File: src/pwm_timer_pkg.sv
// constants shared by the match based pulse timer
package pwm_timer_pkg;
    localparam int CountWidth = 32;
    localparam int MatchCount = 7;
    localparam int OutputCount = 6;
    localparam int CaptureCount = 4;
    localparam logic [CountWidth-1:0] CountZero = 32'h0000_0000;
    localparam logic [CountWidth-1:0] CountOne = 32'h0000_0001;
    localparam int PeriodMatch = 0;
    // capture edge choice for counter operation
    typedef enum logic [1:0] {
        EdgeRising = 2'h0,
        EdgeFalling = 2'h1,
        EdgeBoth = 2'h3
    } capture_edge_e;
endpackage

File: src/match_channel.sv
// one match register with holding value, release latch and active comparator value
`timescale 1ns/100ps
module match_channel (
    // clock and reset
    input wire logic sys_clk,
    input wire logic rstn,
    // software side
    input wire logic writeEn,
    input wire logic [31:0] writeData,
    input wire logic releaseEn,
    // transfer control
    input wire logic periodLoad,
    input wire logic immediateLoad,
    // comparator value
    output logic [31:0] activeValue
);
    typedef struct packed {
        logic [31:0] hold;
        logic pending;
        logic [31:0] active;
    } chan_s;

    chan_s cur_q;
    chan_s nxt_d;

    // holding value, release flag and transfer into the comparator
    always_comb begin
        logic xfer;
        xfer = 1'b0;
        nxt_d = cur_q;
        if (writeEn) begin
            nxt_d.hold = writeData;
        end
        xfer = cur_q.pending & (periodLoad | immediateLoad);
        if (xfer) begin
            nxt_d.active = cur_q.hold;
        end
        // a release in the transfer cycle is kept
        nxt_d.pending = releaseEn | (cur_q.pending & ~xfer);
    end

    // state register
    always_ff @(posedge sys_clk or negedge rstn) begin
        if (!rstn) begin
            cur_q <= '0;
        end else begin
            cur_q <= nxt_d;
        end
    end

    assign activeValue = cur_q.active;
endmodule

File: src/match_pwm_timer.sv
// match based pulse width modulator on a prescaled 32-bit timer/counter
//
// Behaviour
// - seven match registers serve up to six single or three double edge outputs
// - period match clears the count, giving all outputs one repetition rate
// - single edge output rises at period match, falls at its own match
// - double edge output uses two matches, rise and fall anywhere in cycle
// - rise before fall gives positive pulse, fall first gives negative pulse
// - new match values take effect only after release, in step with outputs
// - each match may continue, stop or clear the count, and flag an event
// - 32-bit counter advances when the programmable 32-bit prescaler expires
// - count source is the clock or edges of a chosen capture input
// - with pulse mode off the block is a plain timer, outputs stay low
// - a slave instance counts only while its master runs, for lock-step use
// - period and width are any whole number of counts
`timescale 1ns/100ps
module match_pwm_timer (
    // clock and reset
    input wire logic sys_clk,
    input wire logic rstn,
    // counter control
    input wire logic counterEnable,
    input wire logic counterReset,
    input wire logic pwmEnable,
    input wire logic [31:0] prescaleLimit,
    // count source
    input wire logic counterMode,
    input wire logic [1:0] captureSelect,
    input wire logic [1:0] captureEdge,
    input wire logic [3:0] captureIn,
    // match register access
    input wire logic [6:0] matchWrite,
    input wire logic [31:0] matchWriteData,
    input wire logic [6:0] matchRelease,
    // match actions
    input wire logic [6:0] matchResetEn,
    input wire logic [6:0] matchStopEn,
    input wire logic [6:0] matchEventEn,
    // output configuration
    input wire logic [6:1] doubleEdgeSel,
    input wire logic [6:1] outputEnable,
    // lock-step
    input wire logic slaveMode,
    input wire logic masterRunning,
    // status and outputs
    output logic [31:0] countValue,
    output logic [31:0] prescaleValue,
    output logic [6:0] matchEvent,
    output logic counterStopped,
    output logic runningOut,
    output logic [6:1] pulseOut
);
    typedef struct packed {
        logic [3:0] capMeta;
        logic [3:0] capSync;
        logic [3:0] capPrev;
        logic [31:0] prescale;
        logic [31:0] count;
        logic stopped;
        logic running;
        logic [6:0] event_;
        logic [6:1] pulse;
    } timer_s;

    timer_s cur_q;
    timer_s nxt_d;
    logic [31:0] activeMatch [pwm_timer_pkg::MatchCount];
    logic periodLoad;
    logic immediateLoad;

    ////////////////////////////////////////////////////////////////////////////////
    // match registers
    genvar gi;
    generate
        for (gi = 0; gi < pwm_timer_pkg::MatchCount; gi++) begin : g_match
            match_channel u_chan (
                .sys_clk(sys_clk),
                .rstn(rstn),
                .writeEn(matchWrite[gi]),
                .writeData(matchWriteData),
                .releaseEn(matchRelease[gi]),
                .periodLoad(periodLoad),
                .immediateLoad(immediateLoad),
                .activeValue(activeMatch[gi])
            );
        end
    endgenerate

    ////////////////////////////////////////////////////////////////////////////////
    // count tick, matches and outputs
    logic runEnable;
    logic srcTick;
    logic advance;
    logic selSync;
    logic selPrev;
    logic [6:0] hit;
    logic [6:1] setOut;
    logic [6:1] clrOut;

    // lock-step gating for slave use
    assign runEnable = counterEnable & (~slaveMode | masterRunning) & ~cur_q.stopped;
    assign selSync = cur_q.capSync[captureSelect];
    assign selPrev = cur_q.capPrev[captureSelect];

    // count source: every clock or a capture edge
    always_comb begin
        srcTick = 1'b1;
        if (counterMode) begin
            case (captureEdge)
                pwm_timer_pkg::EdgeRising: srcTick = selSync & ~selPrev;
                pwm_timer_pkg::EdgeFalling: srcTick = ~selSync & selPrev;
                pwm_timer_pkg::EdgeBoth: srcTick = selSync ^ selPrev;
                default: srcTick = 1'b0;
            endcase
        end
    end

    // counter advances when the prescaler has run its full length
    assign advance = runEnable & ~counterReset & srcTick
        & (cur_q.prescale == prescaleLimit);

    // comparator hits, taken at the advance
    always_comb begin
        for (int i = 0; i < pwm_timer_pkg::MatchCount; i++) begin
            hit[i] = advance & (cur_q.count == activeMatch[i]);
        end
    end

    // transfer of released values: at period match in pulse mode, else at once
    assign periodLoad = pwmEnable & hit[pwm_timer_pkg::PeriodMatch];
    assign immediateLoad = ~pwmEnable;

    // set and clear terms of each output
    always_comb begin
        for (int n = 1; n <= pwm_timer_pkg::OutputCount; n++) begin
            if (doubleEdgeSel[n] && n > 1) begin
                setOut[n] = hit[n-1];
                clrOut[n] = hit[n];
            end else begin
                setOut[n] = hit[pwm_timer_pkg::PeriodMatch];
                clrOut[n] = hit[n];
            end
        end
    end

    // next state
    always_comb begin
        logic clearCount;
        logic stopCount;
        clearCount = 1'b0;
        stopCount = 1'b0;
        nxt_d = cur_q;
        nxt_d.capMeta = captureIn;
        nxt_d.capSync = cur_q.capMeta;
        nxt_d.capPrev = cur_q.capSync;
        for (int i = 0; i < pwm_timer_pkg::MatchCount; i++) begin
            if (hit[i] && matchResetEn[i]) begin
                clearCount = 1'b1;
            end
            if (hit[i] && matchStopEn[i]) begin
                stopCount = 1'b1;
            end
        end
        if (periodLoad) begin
            clearCount = 1'b1;
        end
        // prescaler
        if (counterReset) begin
            nxt_d.prescale = pwm_timer_pkg::CountZero;
        end else if (runEnable && srcTick) begin
            if (advance) begin
                nxt_d.prescale = pwm_timer_pkg::CountZero;
            end else begin
                nxt_d.prescale = cur_q.prescale + pwm_timer_pkg::CountOne;
            end
        end
        // timer/counter
        if (counterReset) begin
            nxt_d.count = pwm_timer_pkg::CountZero;
        end else if (advance) begin
            if (clearCount) begin
                nxt_d.count = pwm_timer_pkg::CountZero;
            end else begin
                nxt_d.count = cur_q.count + pwm_timer_pkg::CountOne;
            end
        end
        // stop holds until the enable is dropped
        if (stopCount) begin
            nxt_d.stopped = 1'b1;
        end else if (!counterEnable) begin
            nxt_d.stopped = 1'b0;
        end
        nxt_d.running = runEnable & ~stopCount;
        nxt_d.event_ = hit & matchEventEn;
        // outputs: clear wins, so an edge match equal to the period gives constant low
        for (int n = 1; n <= pwm_timer_pkg::OutputCount; n++) begin
            if (!pwmEnable || !outputEnable[n]) begin
                nxt_d.pulse[n] = 1'b0;
            end else if (clrOut[n]) begin
                nxt_d.pulse[n] = 1'b0;
            end else if (setOut[n]) begin
                nxt_d.pulse[n] = 1'b1;
            end
        end
    end

    // state register
    always_ff @(posedge sys_clk or negedge rstn) begin
        if (!rstn) begin
            cur_q <= '0;
        end else begin
            cur_q <= nxt_d;
        end
    end

    ////////////////////////////////////////////////////////////////////////////////
    // outputs straight from flip-flops
    assign countValue = cur_q.count;
    assign prescaleValue = cur_q.prescale;
    assign matchEvent = cur_q.event_;
    assign counterStopped = cur_q.stopped;
    assign runningOut = cur_q.running;
    assign pulseOut = cur_q.pulse;
endmodule

File: config.mk
export PLATFORM = sky130hd
export DESIGN_NAME = match_pwm_timer
export DESIGN_NICKNAME = d
export VERILOG_FILES = /design/src/pwm_timer_pkg.sv /design/src/match_channel.sv /design/src/match_pwm_timer.sv
export SDC_FILE = /design/constraint.sdc
export NUM_CORES = 1
export LEC_CHECK = 0
export ABC_AREA = 1
export BUFFER_PORTS_ARGS = -buffer_cell sky130_fd_sc_hd__buf_2
export CAP_MARGIN = 20
export CORE_MARGIN = 4
export CORE_UTILIZATION = 65
export DETAILED_ROUTE_END_ITERATION = 12
export GPL_TIMING_DRIVEN = 0
export HOLD_SLACK_MARGIN = 0.03
export PLACE_DENSITY = 0.85
export RECOVER_POWER = 50
export SLEW_MARGIN = 20
export SYNTH_ARGS = -nofsm -noshare
export SYNTH_HDL_FRONTEND = slang
export SYNTH_SLANG_ARGS = --single-unit
File: constraint.sdc
create_clock -name sys_clk -period 5 [get_ports sys_clk]
set_input_delay 1 -clock sys_clk [delete_from_list [all_inputs] [get_ports sys_clk]]
set_output_delay 1 -clock sys_clk [all_outputs]
set_load 0.005 [all_outputs]
==> impl_results.rst <==
.. list-table::
   :header-rows: 1

   * - Metric
     - Value
   * - Number of max-capacitance violations reported
     - 1
   * - Clock Pin Slew Worst Setup and Hold Paths
     - 60 ps
   * - Cell type contributing the most total cell area after synthesis
     - dfrtp_1
   * - ANT nets after route
     - 0
   * - Number of rows in the core area
     - 73
   * - Initial drt markers
     - 1997
   * - Overall power after layout
     - 10.7 mW
   * - Via count of the first global-routing pass
     - 22600
   * - Pin count of the biggest net entering global routing
     - 104
   * - Period utilization
     - 73.7%
   * - Routability congestion estimate from global placement
     - 0.969
   * - Post-layout min period
     - 3690 ps
   * - Cell depth of the worst flop-to-flop path
     - 16
   * - Worst path arrival time
     - 4210 ps
   * - Total global routing track utilization
     - 33.4%
   * - Core Footprint
     - 39900 µm²
   * - Count of instances resized after the clock tree is built
     - 0
   * - Worst-case clock buffer depth
     - 3
   * - Total standard cell area after synthesis
     - 26300 µm²
   * - PwrDens
     - 358 nW/µm²
   * - Prevailing post-synth register cell
     - dfrtp_1
   * - Post-CTS setup repair buffer count
     - 0
   * - Final layout net count
     - 3512
   * - Data required time at the worst endpoint
     - 5530 ps
   * - Number of iterations in the first detailed-routing pass
     - 5
   * - Area delta synth->final
     - 13.8%
   * - Worst clock skew
     - 26.6 ps
   * - Number of distinct library cell variants in the gate-level netlist after synthesis
     - 45
   * - Sequential area share after synthesis
     - 51.9%
   * - Most common cell in the netlist
     - nand2_1
   * - Kind of path behind the tightest hold check
     - flip-flop to flip-flop
   * - Insertion delay of the later-clocked pin in the worst-skew pair
     - 620 ps
   * - Die Wd
     - 209 µm
   * - Timing-limited maximum frequency
     - 271 MHz
   * - Launch instance of the worst min-delay path
     - cur_q[87]
   * - Remaining global-route overflow
     - 0
   * - CTS tree
     - done
   * - Instance count of the mapped netlist
     - 3122
   * - TritonCTS sink count
     - 546
   * - Area share of the largest cell type after synthesis
     - 51.9%
   * - Number of hold violations in the final report
     - 0
   * - Kind of launch point of the worst setup path
     - primary input
   * - Leakage component of the power
     - 15.5 nW
   * - Wire length reported by the detailed router
     - 73.2 mm
   * - First-pass GRT wire length
     - 117 mm
   * - Proportion of register bits with asynchronous set or reset after synthesis
     - 100%
   * - Biggest fanout along the worst timing path
     - 10
   * - Number of cells in the finished layout apart from fillers
     - 3945
   * - Count of buffer and inverter cells on the critical path
     - 6
   * - Via-to-Cell Ratio
     - 5.59
   * - Peak VDD IR
     - 0.320 mV
   * - Setup slack of the most critical reg-to-reg path
     - 1580 ps
   * - Largest stage delay, worst path
     - 340 ps
   * - Number of enable flip-flop cells after synthesis
     - 0
   * - Beginning of the worst register-to-register path
     - cur_q[84]
   * - Post-detailed-route wirelength per cell
     - 18.6 µm
   * - Family of cells with the greatest summed delay on the critical path
     - simple AND/OR/NAND/NOR gates
   * - Violated checks
     - capacitance limit, slew limit
   * - Inst Count DP
     - 3850
   * - Critical Path End Type
     - flip-flop
   * - Initial antenna violation count
     - 1
   * - Starting density of the core
     - 66.0%
   * - Worst slew pin tran
     - 1890 ps
   * - Post-CTS Hold Buffers
     - 0
   * - Number of synthesis warnings
     - 0
   * - Unrepaired setup endpoints after global routing
     - false
   * - Category of the critical setup timing path
     - primary input to flip-flop
   * - Mean cell area of the mapped netlist
     - 8.43 µm²
   * - Outcome
     - complete, but fails checks
   * - Cts bufs inserted
     - 54
   * - Standard cell with the maximum stage delay on the critical path
     - nand3b_1
   * - Worst R2R End
     - countValue[28]
   * - CTS Root Cell
     - clkbuf_16
   * - Cell breakdown of the critical path
     - buf_2 -> inv_1 -> nand2_1 -> a32oi_1 -> inv_1 -> ha_1 -> inv_1 -> nand3_1 -> nand3_1 -> nor2_1 -> nor2_1 -> nand3_1 -> nor2_4 -> buf_6 -> buf_4 -> nand4_1 -> nand3b_1 -> nand2_1
   * - Yosys reg bits
     - 546
   * - Cell area after placement
     - 28100 µm²
   * - Top cells by area in the synthesized netlist
     - dfrtp_1, nand2_1, xor2_1
   * - Setup-failing EPs final
     - 0
   * - Half-perimeter wire length after detailed placement
     - 53.9 mm
   * - Die area
     - 43800 µm²
   * - Final standard cell area without fillers
     - 30000 µm²
   * - Fraction of final layout cells sized beyond drive strength 1
     - 14.6%
   * - Residual DRC
     - 0
   * - I/O Buffers
     - 197
   * - Max-slew violations
     - 28
   * - Vias
     - 22000
   * - Commonest cells post-synth
     - nand2_1, dfrtp_1, inv_1, o21ai_0, o21ai_1
   * - Io pins
     - 206
   * - Headroom to the max-slew limit
     - -26.3%
   * - CTS HTree Levels
     - 2
   * - Cell depth of the worst min-delay path
     - 0
   * - Die H
     - 209 µm
   * - Endpoint with the worst hold slack
     - cur_q[83]
   * - Syn Nets
     - 3253
==> cell usage in the layout, fill, tap and decap left out, types with 38 or more instances in the layout <==
cell type,count
o21ai_0,245
xnor2_1,43
buf_4,104
o21ai_1,243
nand2_1,809
clkbuf_16,55
nor2_1,224
nand4_1,38
xor2_1,178
clkbuf_1,61
inv_1,380
dfrtp_1,546
buf_2,230
nand3_1,56
==> power breakdown <==
group	switching, mW	total [mW]	internal [mW]	leakage [nW]
combinational	0.831	1.33	0.495	7.72
clock	1.71	4.27	2.56	0.918
sequential	0.268	5.13	4.87	6.85
==> stage by stage <==
stage	utilization, %	worst slack, ps	setup TNS [ps]	hold WS [ps]
after floorplan	-	1870	0	331
after global placement	70.1	-7690	-4178070	337
after detailed placement	70.5	737	0	337
after CTS	75.2	1340	0	224
after global routing	75.1	1000	0	354
final	75.1	1310	0	346
==> layout make-up <==
cell class / count / area [µm²]
Antenna cell: 1 / 2.50
Buffer: 214 / 1430
Clock buffer: 78 / 1590
Clock inverter: 16 / 263
Fill cell: 2773 / 9940
Inverter: 388 / 1460
Multi-Input combinational cell: 1974 / 9780
Sequential cell: 546 / 13700
Tap cell: 525 / 657
Timing Repair Buffer: 203 / 1130
==> how the worst max path moves through the flow <==
stage,to,start,depth (start not counted),slack [ps]
after floorplan,countValue[26],captureSelect[0],19,1870
after CTS,countValue[28],captureSelect[0],18,1340
final,countValue[28],captureSelect[0],18,1310
after detailed placement,countValue[28],captureSelect[0],18,740
after global placement,g_match[4].u_chan.cur_q[57],rstn,1,-7690
after global routing,g_match[4].u_chan.activeValue[25],rstn,3,1000
==> flip-flops by register name (all words and copies together) (netlist names) <==
register	flops
g_match.u_chan.cur_q	231
g_match.u_chan.activeValue	224
countValue	32
prescaleValue	32
cur_q	12
matchEvent	7
pulseOut	6
counterStopped	1
runningOut	1
==> routing by layer <==
layer  global-route usage [%]  share of wire (%)  routed length (µm)
met5                        0                  0                   0
met3                     5.25                8.2                6010
met4                     15.5                4.7                3410
met1                     43.5                 39               28700
met2                     55.7                 48               35100
==> logic make-up (layout without fill, tap and decap cells) <==
kind of cell / after synthesis / after routing / share of synthesized area (%)
adder cells (fa/ha/maj): 4 / 4 / 0.190
other: 0 / 1 / 0
XOR/XNOR: 221 / 221 / 7.35
AND/OR/NAND/NOR: 1198 / 1198 / 18.7
buffers and inverters: 602 / 899 / 11.0
flip-flops: 546 / 546 / 51.9
AO/OA/AOI/OAI: 551 / 551 / 10.9
Note: power is estimated with default switching activity, not from simulation.
